<file path="config.mk">
export PLATFORM = sky130hd
export DESIGN_NAME = dcrl_top
export DESIGN_NICKNAME = d
export VERILOG_FILES = /design/src/hw/dcrl_pkg.sv /design/src/hw/dcrl_top.sv /design/src/hw/dcrl_frame_shift.sv
export SDC_FILE = /design/constraint.sdc
export NUM_CORES = 1
export LEC_CHECK = 0
export ABC_AREA = 1
export BUFFER_PORTS_ARGS = -buffer_cell sky130_fd_sc_hd__buf_2
export CAP_MARGIN = 5
export CORE_MARGIN = 4
export CORE_UTILIZATION = 35
export DETAILED_ROUTE_END_ITERATION = 6
export SLEW_MARGIN = 20
export SYNTH_ARGS = -nofsm -noshare
export SYNTH_HDL_FRONTEND = slang
export SYNTH_SLANG_ARGS = --single-unit
</file>
<file path="constraint.sdc">
create_clock -name core_clk -period 2.16 [get_ports core_clk]
set_clock_uncertainty 0.1 [all_clocks]
set_input_delay 0.432 -clock core_clk [delete_from_list [all_inputs] [get_ports core_clk]]
set_output_delay 0.432 -clock core_clk [all_outputs]
set_load 0.05 [all_outputs]
</file>
<file path="src/hw/dcrl_pkg.sv">
// constants for the dac control register logic: frame layout, addresses,
// control field positions, reset values and pin synchroniser indices.
// assumes a 24-bit msb-first serial frame sampled by a 100 MHz core clock.
package dcrl_pkg;

	localparam int          FRAME_BITS    = 24;
	localparam int          CODE_BITS     = 18;
	localparam int          DATA_BITS     = 20;
	localparam int          RW_POS        = 23;
	localparam int          ADDR_HI       = 22;
	localparam int          ADDR_LO       = 20;
	localparam int          CNT_BITS      = 5;
	localparam logic [4:0]  LAST_BIT      = 5'h17;

	localparam logic [2:0]  ADDR_DAC      = 3'h1;
	localparam logic [2:0]  ADDR_MODE     = 3'h2;
	localparam logic [2:0]  ADDR_CLEAR    = 3'h3;
	localparam logic [2:0]  ADDR_ACTION   = 3'h4;

	// mode_control_register fields
	localparam int          AMP_BYPASS_POS = 1;
	localparam int          CLAMP_POS      = 2;
	localparam int          HIZ_POS        = 3;
	localparam int          FORMAT_POS     = 4;
	localparam int          SDO_DIS_POS    = 5;
	localparam int          TRIM_LO        = 6;
	localparam int          TRIM_HI        = 9;
	localparam logic [19:0] MODE_RESET     = 20'h0000e;
	localparam logic [19:0] MODE_WMASK     = 20'h003fe;

	// software_action_register fields
	localparam int          ACT_LOAD_POS   = 0;
	localparam int          ACT_CLEAR_POS  = 1;
	localparam int          ACT_RESET_POS  = 2;

	localparam logic [17:0] CLEAR_RESET    = 18'h00000;
	localparam logic [17:0] DAC_RESET      = 18'h00000;
	localparam logic [3:0]  TRIM_20V       = 4'hc;

	// pin synchroniser lanes
	localparam int          PIN_SCLK      = 0;
	localparam int          PIN_SYNC_N    = 1;
	localparam int          PIN_SDIN      = 2;
	localparam int          PIN_LOAD_N    = 3;
	localparam int          PIN_PRESET_N  = 4;
	localparam int          PIN_HWRST_N   = 5;
	localparam int          PIN_COUNT     = 6;
	localparam logic [5:0]  PIN_IDLE      = 6'h3b;

	typedef enum logic [1:0] {
		DCRL_IDLE  = 2'b00,
		DCRL_SHIFT = 2'b01,
		DCRL_DONE  = 2'b10
	} dcrl_frame_t;

endpackage

</file>
<file path="src/hw/dcrl_top.sv">
// register-side logic of an 18-bit voltage dac: mode, clear value and
// software action registers behind a 24-bit serial port plus the
// hardware load, preset and reset pins.
// assumes all pins are asynchronous to core_clk and sclk is far slower.
`timescale 1ns/1ps
module dcrl_top
	import dcrl_pkg::*;
(
	input  wire logic                 core_clk,
	input  wire logic                 rst_n,
	input  wire logic                 sclk,
	input  wire logic                 sync_n,
	input  wire logic                 sdin,
	input  wire logic                 output_load_n,
	input  wire logic                 preset_request_n,
	input  wire logic                 hw_reset_n,
	output logic                      sdo_out,
	output logic                      sdo_oe_n,
	output logic      [CODE_BITS-1:0] dac_code,
	output logic                      core_hiz_select,
	output logic                      output_ground_clamp,
	output logic                      code_format_select,
	output logic      [3:0]           lin_trim,
	output logic                      amp_bypass,
	output logic                      in_reset
);

	logic [PIN_COUNT-1:0]  pin_raw;
	logic [PIN_COUNT-1:0]  pin_s;
	logic [FRAME_BITS-1:0] frame_word;
	logic                  frame_valid;
	logic [FRAME_BITS-1:0] tx_word;
	logic                  tx_load;
	logic                  sdo_bit;

	logic [DATA_BITS-1:0]  mode_control_register;
	logic [CODE_BITS-1:0]  clear_value_register;
	logic [CODE_BITS-1:0]  input_code;
	logic [CODE_BITS-1:0]  dac_reg;
	logic                  soft_reset;
	logic                  sw_load;
	logic                  sw_clear;
	logic                  wipe;

	logic                  f_read;
	logic [2:0]            f_addr;
	logic [DATA_BITS-1:0]  f_data;
	logic                  f_ok;
	logic                  act_frame;
	logic                  next_load;
	logic                  next_clear;

	assign pin_raw[PIN_SCLK]     = sclk;
	assign pin_raw[PIN_SYNC_N]   = sync_n;
	assign pin_raw[PIN_SDIN]     = sdin;
	assign pin_raw[PIN_LOAD_N]   = output_load_n;
	assign pin_raw[PIN_PRESET_N] = preset_request_n;
	assign pin_raw[PIN_HWRST_N]  = hw_reset_n;

	// two flops per pin; only the second stage is read anywhere
	genvar gi;
	generate
		for (gi = 0; gi < PIN_COUNT; gi = gi + 1) begin : g_sync
			logic meta;
			always_ff @(posedge core_clk) begin
				if (!rst_n) begin
					meta      <= PIN_IDLE[gi];
					pin_s[gi] <= PIN_IDLE[gi];
				end else begin
					meta      <= pin_raw[gi];
					pin_s[gi] <= meta;
				end
			end
		end
	endgenerate

	dcrl_frame_shift u_shift (
		.core_clk    (core_clk),
		.rst_n       (rst_n),
		.sclk_s      (pin_s[PIN_SCLK]),
		.sync_n_s    (pin_s[PIN_SYNC_N]),
		.sdin_s      (pin_s[PIN_SDIN]),
		.tx_word     (tx_word),
		.tx_load     (tx_load),
		.frame_word  (frame_word),
		.frame_valid (frame_valid),
		.sdo_bit     (sdo_bit)
	);

	// converts a stored code to the offset binary code the core needs
	function automatic logic [CODE_BITS-1:0] to_core_code(
		input logic [CODE_BITS-1:0] code,
		input logic                 offset_bin
	);
		to_core_code = offset_bin ? code : {~code[CODE_BITS-1], code[CODE_BITS-2:0]};
	endfunction

	// pin low, soft reset pulse or core reset all mean power-on state
	assign wipe = !rst_n || !pin_s[PIN_HWRST_N] || soft_reset;

	// frame fields
	assign f_read = frame_word[RW_POS];
	assign f_addr = frame_word[ADDR_HI:ADDR_LO];
	assign f_data = frame_word[DATA_BITS-1:0];
	assign f_ok   = frame_valid && pin_s[PIN_HWRST_N];
	assign act_frame = f_ok && !f_read && f_addr == ADDR_ACTION;

	// soft reset is a one-cycle pulse one cycle after the frame pulse; the wipe it causes does not clear it
	always_ff @(posedge core_clk) begin
		if (!rst_n) begin
			soft_reset <= 1'b0;
		end else begin
			soft_reset <= act_frame && f_data[ACT_RESET_POS];
		end
	end

	// software load and clear are ignored while the opposite pin is low
	assign next_load  = act_frame && f_data[ACT_LOAD_POS] && pin_s[PIN_PRESET_N];
	assign next_clear = act_frame && f_data[ACT_CLEAR_POS] && pin_s[PIN_LOAD_N];

	always_ff @(posedge core_clk) begin
		if (wipe) begin
			sw_load  <= 1'b0;
			sw_clear <= 1'b0;
		end else begin
			sw_load  <= next_load;
			sw_clear <= next_clear;
		end
	end

	// mode control register; reserved bits stay zero
	always_ff @(posedge core_clk) begin
		if (wipe) begin
			mode_control_register <= MODE_RESET;
		end else if (f_ok && !f_read && f_addr == ADDR_MODE) begin
			mode_control_register <= f_data & MODE_WMASK;
		end
	end

	// clear value register
	always_ff @(posedge core_clk) begin
		if (wipe) begin
			clear_value_register <= CLEAR_RESET;
		end else if (f_ok && !f_read && f_addr == ADDR_CLEAR) begin
			// 18-bit codes sit left-aligned in the data field, two low bits ignored
			clear_value_register <= f_data[DATA_BITS-1:DATA_BITS-CODE_BITS];
		end
	end

	// holding register written by the serial port, moved on a load
	always_ff @(posedge core_clk) begin
		if (wipe) begin
			input_code <= DAC_RESET;
		end else if (f_ok && !f_read && f_addr == ADDR_DAC) begin
			input_code <= f_data[DATA_BITS-1:DATA_BITS-CODE_BITS];
		end
	end

	// clear beats load: preset pin low or software clear forces clear value
	always_ff @(posedge core_clk) begin
		if (wipe) begin
			dac_reg <= DAC_RESET;
		end else if (!pin_s[PIN_PRESET_N] || sw_clear) begin
			dac_reg <= clear_value_register;
		end else if (!pin_s[PIN_LOAD_N] || sw_load) begin
			dac_reg <= input_code;
		end
	end

	// clear value and dac data share one decode through the format bit
	always_ff @(posedge core_clk) begin
		if (!rst_n) begin
			dac_code <= to_core_code(DAC_RESET, MODE_RESET[FORMAT_POS]);
		end else begin
			dac_code <= to_core_code(dac_reg, mode_control_register[FORMAT_POS]);
		end
	end

	// output state outputs, one cycle behind the register
	always_ff @(posedge core_clk) begin
		if (!rst_n) begin
			core_hiz_select     <= 1'b1;
			output_ground_clamp <= 1'b1;
			code_format_select  <= 1'b0;
			lin_trim            <= 4'h0;
			amp_bypass          <= 1'b1;
		end else begin
			// clamp also tristates the core, whatever the tristate bit says
			core_hiz_select     <= mode_control_register[HIZ_POS] ||
			                       mode_control_register[CLAMP_POS];
			output_ground_clamp <= mode_control_register[CLAMP_POS];
			code_format_select  <= mode_control_register[FORMAT_POS];
			lin_trim            <= mode_control_register[TRIM_HI:TRIM_LO];
			amp_bypass          <= mode_control_register[AMP_BYPASS_POS];
		end
	end

	// readback word for the next frame; action register reads zero
	always_ff @(posedge core_clk) begin
		if (!rst_n) begin
			tx_word <= '0;
			tx_load <= 1'b0;
		end else begin
			tx_load <= f_ok && f_read;
			if (f_ok && f_read) begin
				if (f_addr == ADDR_MODE) begin
					tx_word <= {1'b1, f_addr, mode_control_register};
				end else if (f_addr == ADDR_CLEAR) begin
					tx_word <= {1'b1, f_addr, clear_value_register, 2'b00};
				end else if (f_addr == ADDR_DAC) begin
					tx_word <= {1'b1, f_addr, dac_reg, 2'b00};
				end else begin
					tx_word <= {1'b1, f_addr, 20'h00000};
				end
			end
		end
	end

	// sdo pin: driven unless disabled; enable is active low
	always_ff @(posedge core_clk) begin
		if (!rst_n) begin
			sdo_out  <= 1'b0;
			sdo_oe_n <= MODE_RESET[SDO_DIS_POS];
			in_reset <= 1'b1;
		end else begin
			sdo_out  <= sdo_bit;
			sdo_oe_n <= mode_control_register[SDO_DIS_POS];
			in_reset <= !pin_s[PIN_HWRST_N];
		end
	end

endmodule

</file>
<file path="src/hw/dcrl_frame_shift.sv">
// serial frame shifter: 24-bit msb-first receive and readback transmit.
// inputs are already synchronised to core_clk; edges of sclk found here.
`timescale 1ns/1ps
module dcrl_frame_shift
	import dcrl_pkg::*;
(
	input  wire logic                  core_clk,
	input  wire logic                  rst_n,
	input  wire logic                  sclk_s,
	input  wire logic                  sync_n_s,
	input  wire logic                  sdin_s,
	input  wire logic [FRAME_BITS-1:0] tx_word,
	input  wire logic                  tx_load,
	output logic      [FRAME_BITS-1:0] frame_word,
	output logic                       frame_valid,
	output logic                       sdo_bit
);

	logic                  sclk_d;
	logic                  sync_d;
	logic [FRAME_BITS-1:0] rx_sh;
	logic [FRAME_BITS-1:0] tx_sh;
	logic [CNT_BITS-1:0]   cnt;
	dcrl_frame_t           st;
	logic                  sclk_fall;
	logic                  sclk_rise;
	logic                  sync_fall;

	assign sclk_fall = sclk_d & ~sclk_s;
	assign sclk_rise = ~sclk_d & sclk_s;
	assign sync_fall = sync_d & ~sync_n_s;

	always_ff @(posedge core_clk) begin
		if (!rst_n) begin
			sclk_d <= 1'b1;
			sync_d <= 1'b1;
		end else begin
			sclk_d <= sclk_s;
			sync_d <= sync_n_s;
		end
	end

	// bits beyond the 24th are dropped; a short frame is discarded
	always_ff @(posedge core_clk) begin
		if (!rst_n) begin
			st          <= DCRL_IDLE;
			cnt         <= '0;
			rx_sh       <= '0;
			frame_word  <= '0;
			frame_valid <= 1'b0;
		end else begin
			frame_valid <= 1'b0;
			case (st)
				DCRL_IDLE: begin
					cnt <= '0;
					if (!sync_n_s)
						st <= DCRL_SHIFT;
				end
				DCRL_SHIFT: begin
					if (sync_n_s) begin
						st <= DCRL_IDLE;
					end else if (sclk_fall) begin
						rx_sh <= {rx_sh[FRAME_BITS-2:0], sdin_s};
						cnt   <= cnt + 5'h01;
						if (cnt == LAST_BIT) begin
							frame_word  <= {rx_sh[FRAME_BITS-2:0], sdin_s};
							frame_valid <= 1'b1;
							st          <= DCRL_DONE;
						end
					end
				end
				DCRL_DONE: begin
					if (sync_n_s)
						st <= DCRL_IDLE;
				end
				default: st <= DCRL_IDLE;
			endcase
		end
	end

	// readback leaves msb first, first bit at frame start, rest on rising sclk
	always_ff @(posedge core_clk) begin
		if (!rst_n) begin
			tx_sh   <= '0;
			sdo_bit <= 1'b0;
		end else if (tx_load) begin
			tx_sh <= tx_word;
		// only inside a frame: the rise after a read frame's last bit must not shift
		end else if (sync_fall || (sclk_rise && st == DCRL_SHIFT && cnt != '0)) begin
			sdo_bit <= tx_sh[FRAME_BITS-1];
			tx_sh   <= {tx_sh[FRAME_BITS-2:0], 1'b0};
		end
	end

endmodule

</file>
==> qor.yml <==
flow_run:
  drv_cap: 0
timing:
  period_needed_ns: 1.80
  maxSlewViolCount: 0
  tightest_slew_ns: 0.487
  tns_ns: 0
  finalHoldViolations: 0
  rsz0062_at_grt: "no"
  slew_headroom: 0.675
  fin_crit_sh: 0.835
  setup_viol: 0
  timing.fmax_ghz: 0.554
setup_path:
  crit_path_top_delay_cell: "dfxtp_1"
  critical_path.startpoint_type: "flip-flop"
  path_cells: "ha_1 > nand4_4 > inv_2 > nand3_2 > o21ai_1 > nor2_1"
  cp-end-kind: "flip-flop"
  cpPeakStageDelay_ns: 0.40
  cp_max_fo: 12
  r2r_setup_slack_ns: 0.36
  critPathArrivalTime_ns: 2.09
  worstPathRequired_ns: 2.45
  criticalPathCategory: "reg2reg"
yosys:
  async_flop_share: 0
  ys_types: 30
  yosysTopAreaCell: "dfxtp_1"
  yosys.area.top_type_share: 0.527
  syn_area_um2: 8060
  yosysSeqAreaShare: 0.527
  synth_nets: 1079
  synthCells: 1069
  avgSynthCellArea_um2: 7.54
  synth-main-ff-cell: "dfxtp_1"
  synth-seq-cells: 212
  synth_edf_count: 0
  yosysWarningCount: 0
  synth_area_leaders: "dfxtp_1 (53%), nand2_1 (14%), nor2_1 (6.2%)"
place:
  io_buffers: 36
  dpl.hpwl_um: 12200
  place_congestion: 0.766
  dp_cells: 1345
clock_network:
  clkTransAtPathRegs_ns: 0.06
  postCtsHoldBufs: 1
  cts.sinks: 212
  clock_latency_ns: 0.50
  root_buffer: "clkbuf_16"
  cts_tree: "built"
  h-tree-depth: 1
  post_cts_resized: 0
  cts_post_setup_buffers_inserted: 0
  numCtsBuffers: 23
  cts_max_path_buffers: 3
drt:
  via_count: 6615
  vias_per_cell: 4.77
  drtIter0Drc: 411
  drcViolationCount: 0
  dr.pass1.iters: 4
  wl_um: 18700
  wl_per_cell_um: 13.5
  detail-route-antenna-nets: 0
floorplan:
  initial_core_util: 0.356
  die_w_um: 160
  die_area_um2: 25500
  rows: 55
  dieHeight_um: 160
  core_um2: 22600
  ios: 37
power:
  power.density_nw_per_um2: 899
  power_leakage_nw: 4.12
  fin_total_pwr_mw: 8.37
  ir_drop_mv: 0.405
global_routing:
  grt_pass1_wl_um: 31500
  grt_pass1_vias: 6279
  grt_max_degree: 68
  overflow: 0
  grt_util_all_layers: 0.147
  antenna_found_initial: 0
layout:
  diodes: 0
  stdcell_count: 1387
  drive_above_1_share: 0.117
  fin_nets: 1096
  top_register: "u_shift.frame_word"
  syn_to_final_growth_pct: 15.6
  largest_reg_flops: 24
min_path:
  min_path_type: "in2reg"
status:
  status: "finished clean"
cells in the final DEF, fill, tap and decap left out:
cell type,netlist,final
o211a_1,1,1
clkbuf_16,0,23
o21ai_1,29,29
dfxtp_1,212,212
a31oi_1,14,14
o21ai_0,69,69
nor2_8,1,1
clkinv_2,0,4
clkbuf_8,0,9
dlygate4sd3_1,0,1
nand3_1,39,39
buf_4,5,14
ha_1,2,2
bufinv_16,0,3
nand3_2,3,3
o211ai_1,3,3
o31ai_1,1,1
clkbuf_1,26,1
nor2_2,3,2
or2_2,11,11
nor2_4,2,3
a21oi_1,83,83
inv_2,12,12
a211oi_1,1,1
nand2_2,1,1
nor3_1,1,1
buf_2,27,36
nand4_4,1,1
nand4_1,26,26
buf_12,0,4
nor2_1,134,134
inv_1,64,64
nand2_1,292,292
nand2_4,1,1
clkinvlp_4,0,1
layout make-up:
cell class / count / area, um^2
Tap cell: 285 / 357
Clock inverter: 8 / 118
Sequential cell: 212 / 4240
Inverter: 76 / 285
Clock buffer: 33 / 703
Timing Repair Buffer: 55 / 375
Multi-Input combinational cell: 718 / 3230
Fill cell: 2344 / 13300
logic make-up after synthesis:
family	Yosys count	synth area share
AO/OA/AOI/OAI	201	0.129
flip-flops	212	0.527
adder cells (fa/ha/maj)	2	0.00310
buffers and inverters	139	0.0731
AND/OR/NAND/NOR	515	0.268
final timing paths:
path	startpoint	cells past startpoint	endpoint
hold reg to reg	g_sync[3].meta$_SDFF_PN1_	1	pin_s[3]$_SDFF_PN1_
hold / removal	output_load_n	2	g_sync[3].meta$_SDFF_PN1_
setup reg to reg	u_shift.cnt[0]$_SDFFE_PN0P_	6	u_shift.frame_word[17]$_SDFFE_PN0P_
setup / recovery	u_shift.cnt[0]$_SDFFE_PN0P_	6	u_shift.frame_word[17]$_SDFFE_PN0P_
per-stage QoR:
stage | cell area [um^2] | util | worst slack [ns] | hold slack [ns]
2_1_floorplan | 8060 | - | 0.614 | 0.290
3_3_place_gp | 8480 | 0.375 | 0.408 | 0.297
3_5_place_dp | 8480 | 0.375 | 0.365 | 0.298
4_1_cts | 9310 | 0.411 | 0.329 | 0.000433
5_1_grt | 9310 | 0.411 | 0.175 | 0.00704
6_report | 9310 | 0.411 | 0.356 | 0.0152
power breakdown:
part	internal [mW]	switching, mW	leakage (nW)
combinational	0.0700	0.176	1.99
clock	2.61	1.54	0.408
sequential	3.95	0.0232	1.71
cell usage after synthesis (2+ instances only):
cell type,instances
a31oi_1,14
ha_1,2
buf_6,2
nor2_1,134
nor2_2,3
a21oi_1,83
o21ai_0,69
buf_2,27
nand3_2,3
buf_4,5
nor2_4,2
o211ai_1,3
inv_2,12
or2_2,11
clkbuf_1,26
inv_1,64
nand2_1,292
dfxtp_1,212
nand3_1,39
buf_1,3
o21ai_1,29
nand4_1,26
routing by layer:
| metal | global-route usage | part of all wire |
|---|---|---|
| met3 | 0.0230 | 0.048 |
| met2 | 0.245 | 0.46 |
| met4 | 0.0331 | 0.013 |
| met5 | 0 | 0 |
| met1 | 0.201 | 0.48 |
critical path, delay by kind of cell (launching register included):
family	cells	cell delay, ns
simple gates	3	0.47
flops	1	0.40
compound gates	1	0.25
buf+inv	1	0.17
fa+ha+maj	1	0.31
(Power assumes the default switching activity.)
